--- src/sal_aux_irq_map.svh ---
`ifndef SAL_AUX_IRQ_MAP_SVH
`define SAL_AUX_IRQ_MAP_SVH

// Register offsets (byte addresses)
`define SAL_OFS_REQ_LEN    12'h03C
`define SAL_OFS_CAUSE      12'h040
`define SAL_OFS_MASK       12'h060
`define SAL_OFS_CAUSE_CLR  12'h064

// Cause bit positions
`define SAL_BIT_TP3        18
`define SAL_BIT_TP2        17
`define SAL_BIT_TP1        16
`define SAL_BIT_TRAIN_DONE 14
`define SAL_BIT_DOWN_REQ   12
`define SAL_BIT_VC_DEALLOC 11
`define SAL_BIT_VC_ALLOC   10
`define SAL_BIT_EXT_PKT    9
`define SAL_BIT_VIDEO      6
`define SAL_BIT_TRAIN_LOST 4
`define SAL_BIT_VBLANK     3
`define SAL_BIT_NO_VIDEO   2
`define SAL_BIT_MODE_CHG   1

// Bits that exist in the cause register; all others read zero
`define SAL_CAUSE_IMPL     32'h0007_5E5E
`define SAL_CAUSE_RST      32'h0000_0000
`define SAL_MASK_RST       32'hFFFF_FFFF

// Flags inside the blanking id byte
`define SAL_BID_VBLANK     0
`define SAL_BID_NO_VIDEO   3

// Longest accepted request payload and the count subtracted for the length register, in bytes
`define SAL_LEN_MAX        5'h10
`define SAL_LEN_MIN        5'h01

`endif

--- src/sal_pkg.sv ---
`default_nettype none
package sal_pkg;

    localparam int ADDR_W = 12;
    localparam int ATTR_W = 48;

    typedef enum logic [1:0]
    {
        TRN_IDLE    = 2'h1,
        TRN_TRAINED = 2'h2
    } sal_train_t;

    typedef struct packed
    {
        logic [ADDR_W-1:0] addr;
        logic [31:0]       wrData;
        logic              wrStb;
        logic              rdStb;
    } sal_bus_req_t;

    typedef struct packed
    {
        logic              tp1Start;
        logic              tp2Start;
        logic              tp3Start;
        logic              trainDone;
        logic              linkLocked;
        logic              downReqAvail;
        logic              vcDealloc;
        logic              vcAlloc;
        logic              extension_packet_arrived;
        logic              videoFrame;
        logic              bidValid;
        logic [7:0]        blanking_id_byte;
        logic              attrValid;
        logic [ATTR_W-1:0] stream_attributes;
        logic              auxReqValid;
        logic              auxAddrOnly;
        logic [4:0]        auxReqBytes;
    } sal_link_ev_t;

    typedef struct packed
    {
        logic [31:0]       cause;
        logic [31:0]       mask;
        logic [3:0]        reqLen;
        sal_train_t        train;
        logic              vblPrev;
        logic              videoSeen;
        logic [ATTR_W-1:0] attr;
        logic              attrKnown;
        logic [31:0]       rdData;
    } sal_state_t;

endpackage
`default_nettype wire

--- src/sal_aux_irq.sv ---
// Behaviour
// - Request length register holds byte count minus one in four bits.
// - Requests carrying one to sixteen data bytes are captured.
// - Address-only requests report a length of zero.
// - Reading the cause register returns pending bits, then clears all.
// - Writing the cause register is illegal and clears all bits.
// - Training pattern 1, 2, 3 starts set bits 16, 17, 18.
// - Finished link training sets the training-complete bit.
// - Available downstream request message sets bit 12.
// - Payload deallocation event sets bit 11.
// - Payload allocation event sets bit 10.
// - Arrived extension packet sets bit 9.
// - Valid video frame sets bit 6; bit 5 reserved.
// - Losing lock after training sets bit 4.
// - Start of vertical blanking sets bit 3.
// - No-video flag after active video sets bit 2.
// - Changed stream attributes set bit 1.
// - Per-source mask bits, one blocks, all set after reset.
//
// The implementer's own choice: the strobed register port.
`include "sal_aux_irq_map.svh"
`timescale 1ns/1ps
`default_nettype none

module sal_aux_irq
(
    input  wire logic                mclk,
    input  wire logic                rst,
    input  wire sal_pkg::sal_bus_req_t bus,
    input  wire sal_pkg::sal_link_ev_t link,
    output logic [31:0]              rdData,
    output logic                     irq
);

    sal_pkg::sal_state_t s_reg;
    sal_pkg::sal_state_t s_next;
    logic [31:0]         evSet;
    logic [31:0]         causeBase;
    logic                causeHit;
    logic                lenOk;
    logic                vblFlag;
    logic                noVidFlag;

    localparam sal_pkg::sal_state_t S_RST = '{
        cause:     `SAL_CAUSE_RST,
        mask:      `SAL_MASK_RST,
        reqLen:    4'h0,
        train:     sal_pkg::TRN_IDLE,
        vblPrev:   1'b0,
        videoSeen: 1'b0,
        attr:      '0,
        attrKnown: 1'b0,
        rdData:    32'h0000_0000
    };

    always_comb
    begin
        s_next    = s_reg;
        evSet     = 32'h0000_0000;
        vblFlag   = link.blanking_id_byte[`SAL_BID_VBLANK];
        noVidFlag = link.blanking_id_byte[`SAL_BID_NO_VIDEO];
        lenOk     = (link.auxReqBytes <= `SAL_LEN_MAX);

        // Plain link events
        evSet[`SAL_BIT_TP1]        = link.tp1Start;
        evSet[`SAL_BIT_TP2]        = link.tp2Start;
        evSet[`SAL_BIT_TP3]        = link.tp3Start;
        evSet[`SAL_BIT_TRAIN_DONE] = link.trainDone;
        evSet[`SAL_BIT_DOWN_REQ]   = link.downReqAvail;
        evSet[`SAL_BIT_VC_DEALLOC] = link.vcDealloc;
        evSet[`SAL_BIT_VC_ALLOC]   = link.vcAlloc;
        evSet[`SAL_BIT_EXT_PKT]    = link.extension_packet_arrived;
        evSet[`SAL_BIT_VIDEO]      = link.videoFrame;

        // Loss is only meaningful once training has completed
        case (s_reg.train)
            sal_pkg::TRN_IDLE:
            begin
                if (link.trainDone)
                begin
                    s_next.train = sal_pkg::TRN_TRAINED;
                end
            end
            sal_pkg::TRN_TRAINED:
            begin
                if (!link.linkLocked)
                begin
                    evSet[`SAL_BIT_TRAIN_LOST] = 1'b1;
                    s_next.train = sal_pkg::TRN_IDLE;
                end
                else if (link.tp1Start)
                begin
                    // Retraining is not a loss
                    s_next.train = sal_pkg::TRN_IDLE;
                end
            end
            default:
            begin
                s_next.train = sal_pkg::TRN_IDLE;
            end
        endcase

        // A completion in the same cycle as a loss or a retrain start still leaves the link trained
        if (link.trainDone)
        begin
            s_next.train = sal_pkg::TRN_TRAINED;
        end

        // Blanking id byte: edge on the vertical flag, no-video after video
        if (link.bidValid)
        begin
            s_next.vblPrev = vblFlag;
            if (vblFlag && !s_reg.vblPrev)
            begin
                evSet[`SAL_BIT_VBLANK] = 1'b1;
            end
            if (noVidFlag)
            begin
                if (s_reg.videoSeen)
                begin
                    evSet[`SAL_BIT_NO_VIDEO] = 1'b1;
                end
                s_next.videoSeen = 1'b0;
            end
            else
            begin
                s_next.videoSeen = 1'b1;
            end
        end
        else if (link.videoFrame)
        begin
            s_next.videoSeen = 1'b1;
        end

        // First attribute set after reset only primes the comparison
        if (link.attrValid)
        begin
            if (s_reg.attrKnown && (link.stream_attributes != s_reg.attr))
            begin
                evSet[`SAL_BIT_MODE_CHG] = 1'b1;
            end
            s_next.attr      = link.stream_attributes;
            s_next.attrKnown = 1'b1;
        end

        // Oversized requests are not captured and leave the old length
        if (link.auxReqValid && lenOk)
        begin
            if (link.auxAddrOnly || (link.auxReqBytes == 5'h00))
            begin
                s_next.reqLen = 4'h0;
            end
            else
            begin
                s_next.reqLen = 4'(link.auxReqBytes - `SAL_LEN_MIN);
            end
        end

        // Any access to the cause register wipes it; new events still land
        causeHit  = (bus.rdStb || bus.wrStb) && (bus.addr == `SAL_OFS_CAUSE);
        causeBase = causeHit ? 32'h0000_0000 : s_reg.cause;
        if (bus.wrStb && (bus.addr == `SAL_OFS_CAUSE_CLR))
        begin
            causeBase = causeBase & ~bus.wrData;
        end
        s_next.cause = (causeBase | evSet) & `SAL_CAUSE_IMPL;

        if (bus.wrStb && (bus.addr == `SAL_OFS_MASK))
        begin
            s_next.mask = bus.wrData;
        end

        s_next.rdData = 32'h0000_0000;
        if (bus.rdStb)
        begin
            case (bus.addr)
                `SAL_OFS_REQ_LEN: s_next.rdData = {28'h000_0000, s_reg.reqLen};
                `SAL_OFS_CAUSE:   s_next.rdData = s_reg.cause;
                `SAL_OFS_MASK:    s_next.rdData = s_reg.mask;
                default:          s_next.rdData = 32'h0000_0000;
            endcase
        end
    end

    always_ff @(posedge mclk)
    begin
        if (rst)
        begin
            s_reg <= S_RST;
        end
        else
        begin
            s_reg <= s_next;
        end
    end

    assign rdData = s_reg.rdData;
    assign irq    = |(s_reg.cause & ~s_reg.mask);

    // Every cause bit holds while neither strobe is active; catches a bit that drops with no bus access at all
    for (genvar g = 0; g < 32; g++)
    begin : gen_sticky

    end
endmodule
`default_nettype wire

--- config.mk ---
export PLATFORM = sky130hd
export DESIGN_NAME = sal_aux_irq
export DESIGN_NICKNAME = d
export VERILOG_FILES = /design/src/sal_pkg.sv /design/src/sal_aux_irq.sv
export VERILOG_INCLUDE_DIRS = /design/src
export SDC_FILE = /design/constraint.sdc
export NUM_CORES = 1
export LEC_CHECK = 0
export BUFFER_PORTS_ARGS = -buffer_cell sky130_fd_sc_hd__buf_2
export CORE_MARGIN = 10
export CORE_UTILIZATION = 24
export CTS_BUF_LIST = sky130_fd_sc_hd__clkbuf_16
export CTS_CLUSTER_SIZE = 24
export DETAILED_ROUTE_END_ITERATION = 12
export GPL_TIMING_DRIVEN = 0
export SYNTH_ARGS = -nofsm -noshare
export SYNTH_HDL_FRONTEND = slang
export SYNTH_SLANG_ARGS = --single-unit
--- constraint.sdc ---
create_clock -name mclk -period 2 [get_ports mclk]
set_input_delay 0.4 -clock mclk [delete_from_list [all_inputs] [get_ports mclk]]
set_output_delay 0.4 -clock mclk [all_outputs]
set_load 0.1 [all_outputs]
==> Word level (Yosys, flattened, before mapping) <==
Index checks and enable logic that the tools add are counted.
{ "totals": {"register_bits": 134, "word_cells": 59, "input_bits": 123, "out_inout_bits": 33} }
{ "op_classes": {"n_mux": 19, "magnitude_cmp": 1, "n_addsub": 1, "bitwise": 6, "reduce_logical": 14, "n_eq_ne": 9} }
{ "op_table": {"columns": ["operator", "n"], "rows": [
  ["$pmux 32 s3", 1],
  ["$ne 48x48->1", 1],
  ["$mux 19", 2],
  ["$eq 12x7->1 const B", 3],
  ["$and 19x32->32", 1],
  ["$not 32->32", 1],
  ["$reduce_or 32->1", 1],
  ["$and 19x19->19", 1],
  ["$not 19->19", 1],
  ["$or 19x19->19", 1],
  ["$eq 12x6->1 const B", 1],
  ["$mux 1", 10],
  ["$mux 2", 4],
  ["$logic_and 1x1->1", 6],
  ["$le 5x5->1 const B", 1],
  ["$logic_not 5->1", 1],
  ["$mux 4", 1],
  ["$ne 4x4->1 const B", 1],
  ["$pmux 2 s2", 1],
  ["$sub 4x1->4 const B", 1],
  ["$eq 2x1->1 const B", 1],
  ["$eq 2x2->1 const B", 1],
  ["$logic_or 1x1->1", 2],
  ["$ne 2x2->1 const B", 1],
  ["other kinds (5)", 5]
]} }

==> Depth between registers and ports, before layout <==
Gate-level depths: netlist of the first run.
{ "depth": {"word_depth": 6, "depth_mapped": 7, "mapped_depth_nobuf": 7} }

==> Least setup slack after synthesis of the first run <==
No wires, ideal clock.
{ "synth_path": {"kind": "flip-flop to output port", "from": "register s_reg[127] (netlist name)", "to": "output port irq", "n_path_buf": 0, "stages_incl_launch_ff": 3, "t_arrival_ns": 1.887, "t_required_ns": 1.600, "setup_slack_ns": -0.287, "cell_sequence": "dfxtp_1 > inv_1 > o2111ai_1"} }
{ "synth_via": {"elab_chain_len": 2} }
{ "synth_rtl": {"columns": ["element", "line", "rtl"], "rows": [
  ["start: declaration", "sal_aux_irq.sv:35", "sal_pkg::sal_state_t s_reg;"],
  ["start signal: assignment", "sal_aux_irq.sv:193", "s_reg <= s_next;"],
  ["$and 19x32->32", "sal_aux_irq.sv:198", "assign irq = |(s_reg.cause & ~s_reg.mask);"],
  ["$reduce_or 32->1", "sal_aux_irq.sv:198", null],
  ["end: declaration", "sal_aux_irq.sv:32", "output logic irq"]
]} }
Every way passes these cells.

==> Worst setup path after layout of the first run <==
{ "layout_path": {"from": "register s_reg[124] (netlist name)", "to": "output port irq"} }
The elaborated chain is that of the path after synthesis.

==> results of run 1 <==
## final timing paths
path | start | slack (ns) | depth (start not counted) | endpoint
setup / recovery | s_reg[124] | -0.02 | 5 | irq
hold / removal | link[59] | 0.19 | 2 | s_reg[81]
setup reg to reg | s_reg[73] | 0.30 | 5 | s_reg[122]
hold reg to reg | s_reg[102] | 0.45 | 1 | rdData[13]
## per-stage QoR
| stage | total power [uW] | hold WS, ns | setup WS, ns |
|---|---|---|---|
| after floorplan | 3157 | 0.4291 | -0.09259 |
| after global placement | 3395 | 0.4374 | -0.5290 |
| after detailed placement | 3403 | 0.4419 | -0.5621 |
| after CTS | 6306 | 0.1655 | -0.06900 |
| after global routing | 6515 | 0.1758 | -0.1027 |
| final | 6255 | 0.1859 | -0.01606 |
## report_power, final
group | internal [uW] | total [uW] | switching, uW | leakage (uW)
registers | 2760 | 2820 | 57.6 | 0.00109
logic | 248 | 531 | 284 | 0.00205
clock network | 1690 | 2910 | 1220 | 0.000268
## layer usage
layer  routed length, um  share of wire, %  GRT usage (%)
met5                  71              0.41              0
met4                 315               1.8          4.096
met3                1513               8.8          5.119
met2                7743                45          17.30
met1                7482                44          13.17
## critical path: cells and delay by family (launching register included)
family                 cells  cell delay, ns
AOI/OAI and AO/OA          2            0.31
DFF                        1            0.32
buffers and inverters      2            0.29
and+or+nand+nor            1            0.27
## what timing repair did
| action | 4_1_cts | 5_1_grt |
|---|---|---|
| setup buffers | 2 | 0 |
| gates resized for setup | 3 | 29 |
| pin swaps | 1 | 2 |
| endpoints found under the setup margin | 40 | 16 |
## layout make-up
cell class / count / area, um^2 / area share (%)
diodes: 3 / 7.507 / 0.1006
plain buffers: 63 / 389.1 / 5.213
clock buffers: 17 / 425.4 / 5.699
clock inverters: 15 / 116.4 / 1.559
inverters: 16 / 60.06 / 0.8046
multi-input cells: 390 / 2609 / 34.95
flip-flops and latches: 134 / 2695 / 36.10
well taps: 313 / 391.6 / 5.246
repair buffers: 150 / 770.7 / 10.33
## kinds of logic (layout without fill, tap and decap cells)
| group | Yosys count | count (layout) |
|---|---|---|
| AO/OA/AOI/OAI | 69 | 69 |
| XOR/XNOR | 49 | 49 |
| flip-flops | 134 | 134 |
| buffers and inverters | 79 | 261 |
| AND/OR/NAND/NOR | 212 | 212 |
| multiplexers | 59 | 59 |
| other | 0 | 3 |
| adder cells (fa/ha/maj) | 1 | 1 |
## cells in the final DEF, fill, tap and decap left out, types with 18 or more instances in the layout
| master | netlist | routed |
|---|---|---|
| nand2_1 | 20 | 20 |
| nor2_1 | 102 | 101 |
| nor3_1 | 33 | 23 |
| xor2_1 | 48 | 48 |
| buf_2 | 2 | 148 |
| dfxtp_1 | 134 | 124 |
| buf_4 | 32 | 36 |
| mux2i_1 | 59 | 59 |
| and2_1 | 18 | 18 |
| a21oi_1 | 33 | 33 |
==> results by group, run 1 <==
Finish
  • Syn-to-layout area delta: 33.14%
  • Final Core Density: 32.67%
  • Share of post-route cells with drive strength above 1: around 33%
  • Design Area, Final: between 7000 and 8000 um^2
  • Final std cells w/o fill: approximately 1,100
  • Max reg flops: between 100 and 150
  • Nets: about 900
  • Filler instances: 2,439

Placement
  • Dpl cells: 1,064
  • RD Place Congestion: about 0.76
  • IO buf count: roughly 150
  • Post-DP Area: around 6800 um^2
  • Final HPWL DP: about 13,000 um

Detailed routing
  • DRC: 0
  • Via Count: between 4,000 and 5,000
  • Detailed Route Iter0 Violations: 232
  • DR WL/cell: about 16 um
  • Post-DRT Antenna Nets: 0
  • Drt pass-1 iters: 4
  • DRT Wirelength: 17,130 um
  • Avg Vias per Cell: 4.224

Logic synthesis
  • Synth cell count leaders: dfxtp_1, nor2_1, mux2i_1
  • Post-Syn Area: between 5000 and 6000 um^2
  • Mapped Cells: 603
  • EDFF count, synth: 0
  • Synth warn: 0
  • Distinct cells, synth: 45
  • Avg Inst Size Synth: approximately 9.3 um^2
  • Async SR Flop Fraction: 0%
  • Main combinational cell family by area after synthesis: simple AND/OR/NAND/NOR gates
  • Mux contribution to synthesized area: 10.53%
  • Xor/xnor share of the synthesized area: 7.655%
  • Post-Synth Adder-Cell Area: less than 1%
  • Synth Flop Type: dfxtp_1
  • Simple-Gate Fraction of Synth Area: 18.17%
  • Yosys top cell by area: dfxtp_1
  • Compound-Gate Fraction of Synth Area: 8.079%
  • Most frequent cell after synthesis: dfxtp_1
  • Register bit total from synthesis: around 130
  • Sequential-to-total area share from yosys stat: between 40 and 50%
  • Synth top area share: a little under half
  • Syn nets: approximately 730
  • Synth top area cells: dfxtp_1, mux2i_1, xor2_1, nor2_1, buf_4

Worst setup path
  • Setup crit end kind: primary output
  • CP max stage cell: dfxtp_2
  • WP data arrival: 1.62 ns
  • CP Launch Type: register
  • WP data required: 1.60 ns
  • Crit-path cells: inv_2 -> o22ai_2 -> nor4_4 -> o2111ai_2 -> buf_12
  • CP max stage delay: roughly 0.32 ns
  • CP Max Fanout: 2
  • WS Path Type: register to primary output

CTS
  • Worst-path clk slew: ~0.06 ns
  • Cts bufs inserted: 17
  • CTS tree: built
  • CTS Root Cell: clkbuf_16
  • CTS Sinks: around 130
  • Clock tree buffer depth: 2
  • Clock latency at the later pin of the worst-skew pair: approximately 0.43 ns
  • Hold Buf Count CTS: 0
  • H-tree depth: 4

Power
  • PwrDens: around 840 nW/um^2
  • Pleak: between 0.003 and 0.004 uW
  • IR drop worst, VDD: 0.4770 mV

Floorplanning
  • Die W: 172.8 um
  • IO Count: approximately 160
  • Initial core utilization: between 20% and 30%
  • Die area: 29,870 um^2
  • Placeable Area: about 23,000 um^2
  • Row cnt: 55
  • Die H: 172.8 um

Run status
  • Outcome: complete, but fails checks
  • Violated checks: setup timing

STA
  • Max Clock Freq: around 500 MHz
  • Final setup fails: 1
  • Final worst path period need: just over 2 ns
  • RSZ-0062 raised after global routing: yes
  • Max Slew Vio Count: 0
  • Final setup TNS: -0.01606 ns
  • Final Hold Violating Endpoints: 0
  • Clock Skew: 0.006017 ns
  • Final period util: 100.8%
  • Slew headroom: 44.49%
  • Setup ws final: -0.01606 ns
  • Worst Tran Pin Value: roughly 0.83 ns

Global routing
  • First-pass GRT wire length: approximately 26,000 um
  • Vias in the first global route: roughly 4,700
  • GRT Residual Overflow: 0
  • Gr usage total: 11.13%
  • Largest net degree at the start of global routing: 17
  • Antenna violations before repair: 7

Worst hold path
  • Min-delay worst type: input port to register

Flow run
  • Max_cap viols: 0
Note: power is estimated with default switching activity, not from simulation.
==> run 2: changes to the inputs <==
Settings changed: MAX_ROUTING_LAYER set to met4.
Clock period 2 ns to 2.4 ns, I/O delays scaled along.
==> run 2 against run 1 <==
Combinational power decreased by 18%; via count about the same; largest cell class unchanged; first-iteration DRC count increased by 16%; the flow now finishes without violations; highest routed layer is now met4.
==> results by group, run 2 (synthesized netlist as in run 1, its figures left out) <==
Finish
  • Syn-to-layout area delta: 30.48%
  • Nets: 896 (unchanged)
  • Reg area: 2683 um^2 (-0.46%)
  • Max reg flops: 102 (unchanged)
  • Share of post-route cells with drive strength above 1: 28.44% (-4.2 points)
  • Multi-input logic area: 2504 um^2 (-4.0%)
  • Commonest non-fill, non-tap cell in the layout: buf_2
  • Most frequent cells in the layout: buf_2, dfxtp_1, nor2_1
  • Final std cells w/o fill: 1,106 (+0.45%)
  • Filler instances: 2,415 (-0.98%)

STA
  • Clock Skew: 0.009493 ns (+0.003475 ns)
  • RSZ-0062 raised after global routing: no
  • Slew headroom: 42.85% (-1.6 points)
  • Final setup fails: 0 (-1)
  • Final Hold Violating Endpoints: 0 (unchanged)
  • Final setup TNS: 0 ns (+0.01606 ns)
  • Worst Tran Pin Value: 0.8573 ns (+0.02463 ns)
  • Final period util: between 90 and 100%
  • Max Slew Vio Count: 0 (unchanged)
  • Setup ws final: 0.1557 ns (+0.1717 ns)
  • Max Clock Freq: ~450 MHz
  • Final worst path period need: 2.244 ns

CTS
  • CTS tree: built
  • Clock latency at the later pin of the worst-skew pair: 0.42 ns (about the same)
  • CTS Root Cell: clkbuf_16
  • Worst-path clk slew: 0.06 ns (about the same)
  • Cts bufs inserted: 17 (unchanged)
  • Clock tree buffer depth: 2 (unchanged)
  • CTS Sinks: 134 (unchanged)
  • H-tree depth: 4 (unchanged)

Detailed routing
  • Detailed Route Iter0 Violations: 270 (+16%)
  • DRT Wirelength: 17,100 um (-0.13%)
  • DRC: 0 (unchanged)
  • Drt pass-1 iters: 4 (unchanged)
  • DR WL/cell: 15.46 um (-0.59%)
  • Via Count: 4,647 (-0.086%)
  • Post-DRT Antenna Nets: 0 (unchanged)
  • Avg Vias per Cell: 4.202 (-0.54%)

Global routing
  • GRT Residual Overflow: 0 (unchanged)
  • First-pass GRT wire length: 26,510 um (+2.6%)
  • Antenna violations before repair: 9 (+2)
  • Gr usage total: 11.73% (+0.60 points)
  • Vias in the first global route: 4,680 (-0.40%)
  • Largest net degree at the start of global routing: 17 (unchanged)

Power
  • PwrDens: 708.6 nW/um^2 (-15%)
  • IR drop worst, VDD: 0.4227 mV (-11%)
  • Pleak: 0.003360 uW (-1.5%)

Floorplanning
  • Initial core utilization: 24.54% (unchanged)
  • Die H: 172.8 um (unchanged)
  • Die area: 29,870 um^2 (unchanged)
  • Row cnt: 55 (unchanged)
  • Placeable Area: 22,850 um^2 (unchanged)
  • Die W: 172.8 um (unchanged)
  • IO Count: 156 (unchanged)

Worst setup path
  • Reg2Reg Setup Slack: 0.59 ns (+0.29 ns)
  • WS Path Type: register to primary output
  • WP data arrival: 1.76 ns (+0.14 ns)
  • Setup crit end kind: primary output
  • WP data required: 1.92 ns (+0.32 ns)
  • CP Max Fanout: 3 (+1)
  • CP Launch Type: register

Placement
  • Placement Setup Slack: -0.3732 ns (+0.1889 ns)
  • IO buf count: 148 (unchanged)
  • Dpl cells: 1,064 (unchanged)
  • RD Place Congestion: 0.7750 (+2.0%)
  • Final HPWL DP: 13,040 um (+0.34%)

Flow run
  • Max_cap viols: 0 (unchanged)

Run status
  • Outcome: complete, no violations

Worst hold path
  • Min-delay worst type: input port to register
[run 2: cell types whose count changed in the layout (fill, tap and decap cells not counted), moves of 3 or more]
cell	change
dfxtp_1	+10
dfxtp_2	-10
nor3_1	+10
nor3_2	-10
diode_2	+6
clkbuf_1	+5
clkbuf_2	-3
clkinv_2	+3
[run 2: metal layers]
metal	part of all wire [%]	global-route usage, %	routed length, um	up-vias
li1	-	-	-	2374
met1	46	14.19	7829	2098
met2	45	17.61	7700	161
met3	7.9	4.683	1358	14
met4	1.3	3.521	216	0
met5	0	-	0	-
[run 2: where the power goes]
group	leakage, uW	switching [uW]	internal [uW]
logic	0.00199	231	204
registers	0.00110	46.5	2300
clock network	0.000271	996	1410
[run 2: timing repair]
| action | in CTS | in global routing |
|---|---|---|
| hold buffers | 0 | 0 |
| gates resized for setup | 0 | 2 |
| setup buffers | 0 | 2 |
| endpoints found under the setup margin | 0 | 17 |
[run 2: critical path, cell delays in order, from the launching register on]
cell       delay [ns]
dfxtp_1          0.37
o22ai_1          0.09
nor4_1           0.32
o2111ai_1        0.22
buf_2            0.35
[run 2: final cells by class]
cell class / count / area share (%)
Sequential cell: 134 / 36.67
Buffer: 63 / 4.943
Inverter: 16 / 0.8209
Tap cell: 313 / 5.353
Clock inverter: 14 / 1.539
Timing Repair Buffer: 150 / 10.33
Clock buffer: 17 / 5.815
Multi-Input combinational cell: 390 / 34.22
Antenna cell: 9 / 0.3079
[run 2: final timing paths]
path,start,to,cells after the start
worst max-delay path,s_reg[107],irq,4
worst min-delay path,link[59],s_reg[81],2
worst max register to register,s_reg[54],s_reg[122],5
worst min register to register,s_reg[120],rdData[31],1
[run 2: per-stage QoR]
stage                     hold WS, ns  utilization [%]  cell area, um^2  power [uW]
after detailed placement       0.4385            29.50             6739        2830
final                          0.2608            32.02             7316        5184
after CTS                      0.2370            31.85             7277        5255
after global placement         0.4374            29.50             6739        2822
after global routing           0.2458            32.02             7316        5407
after floorplan                0.4291                -             5607        2628
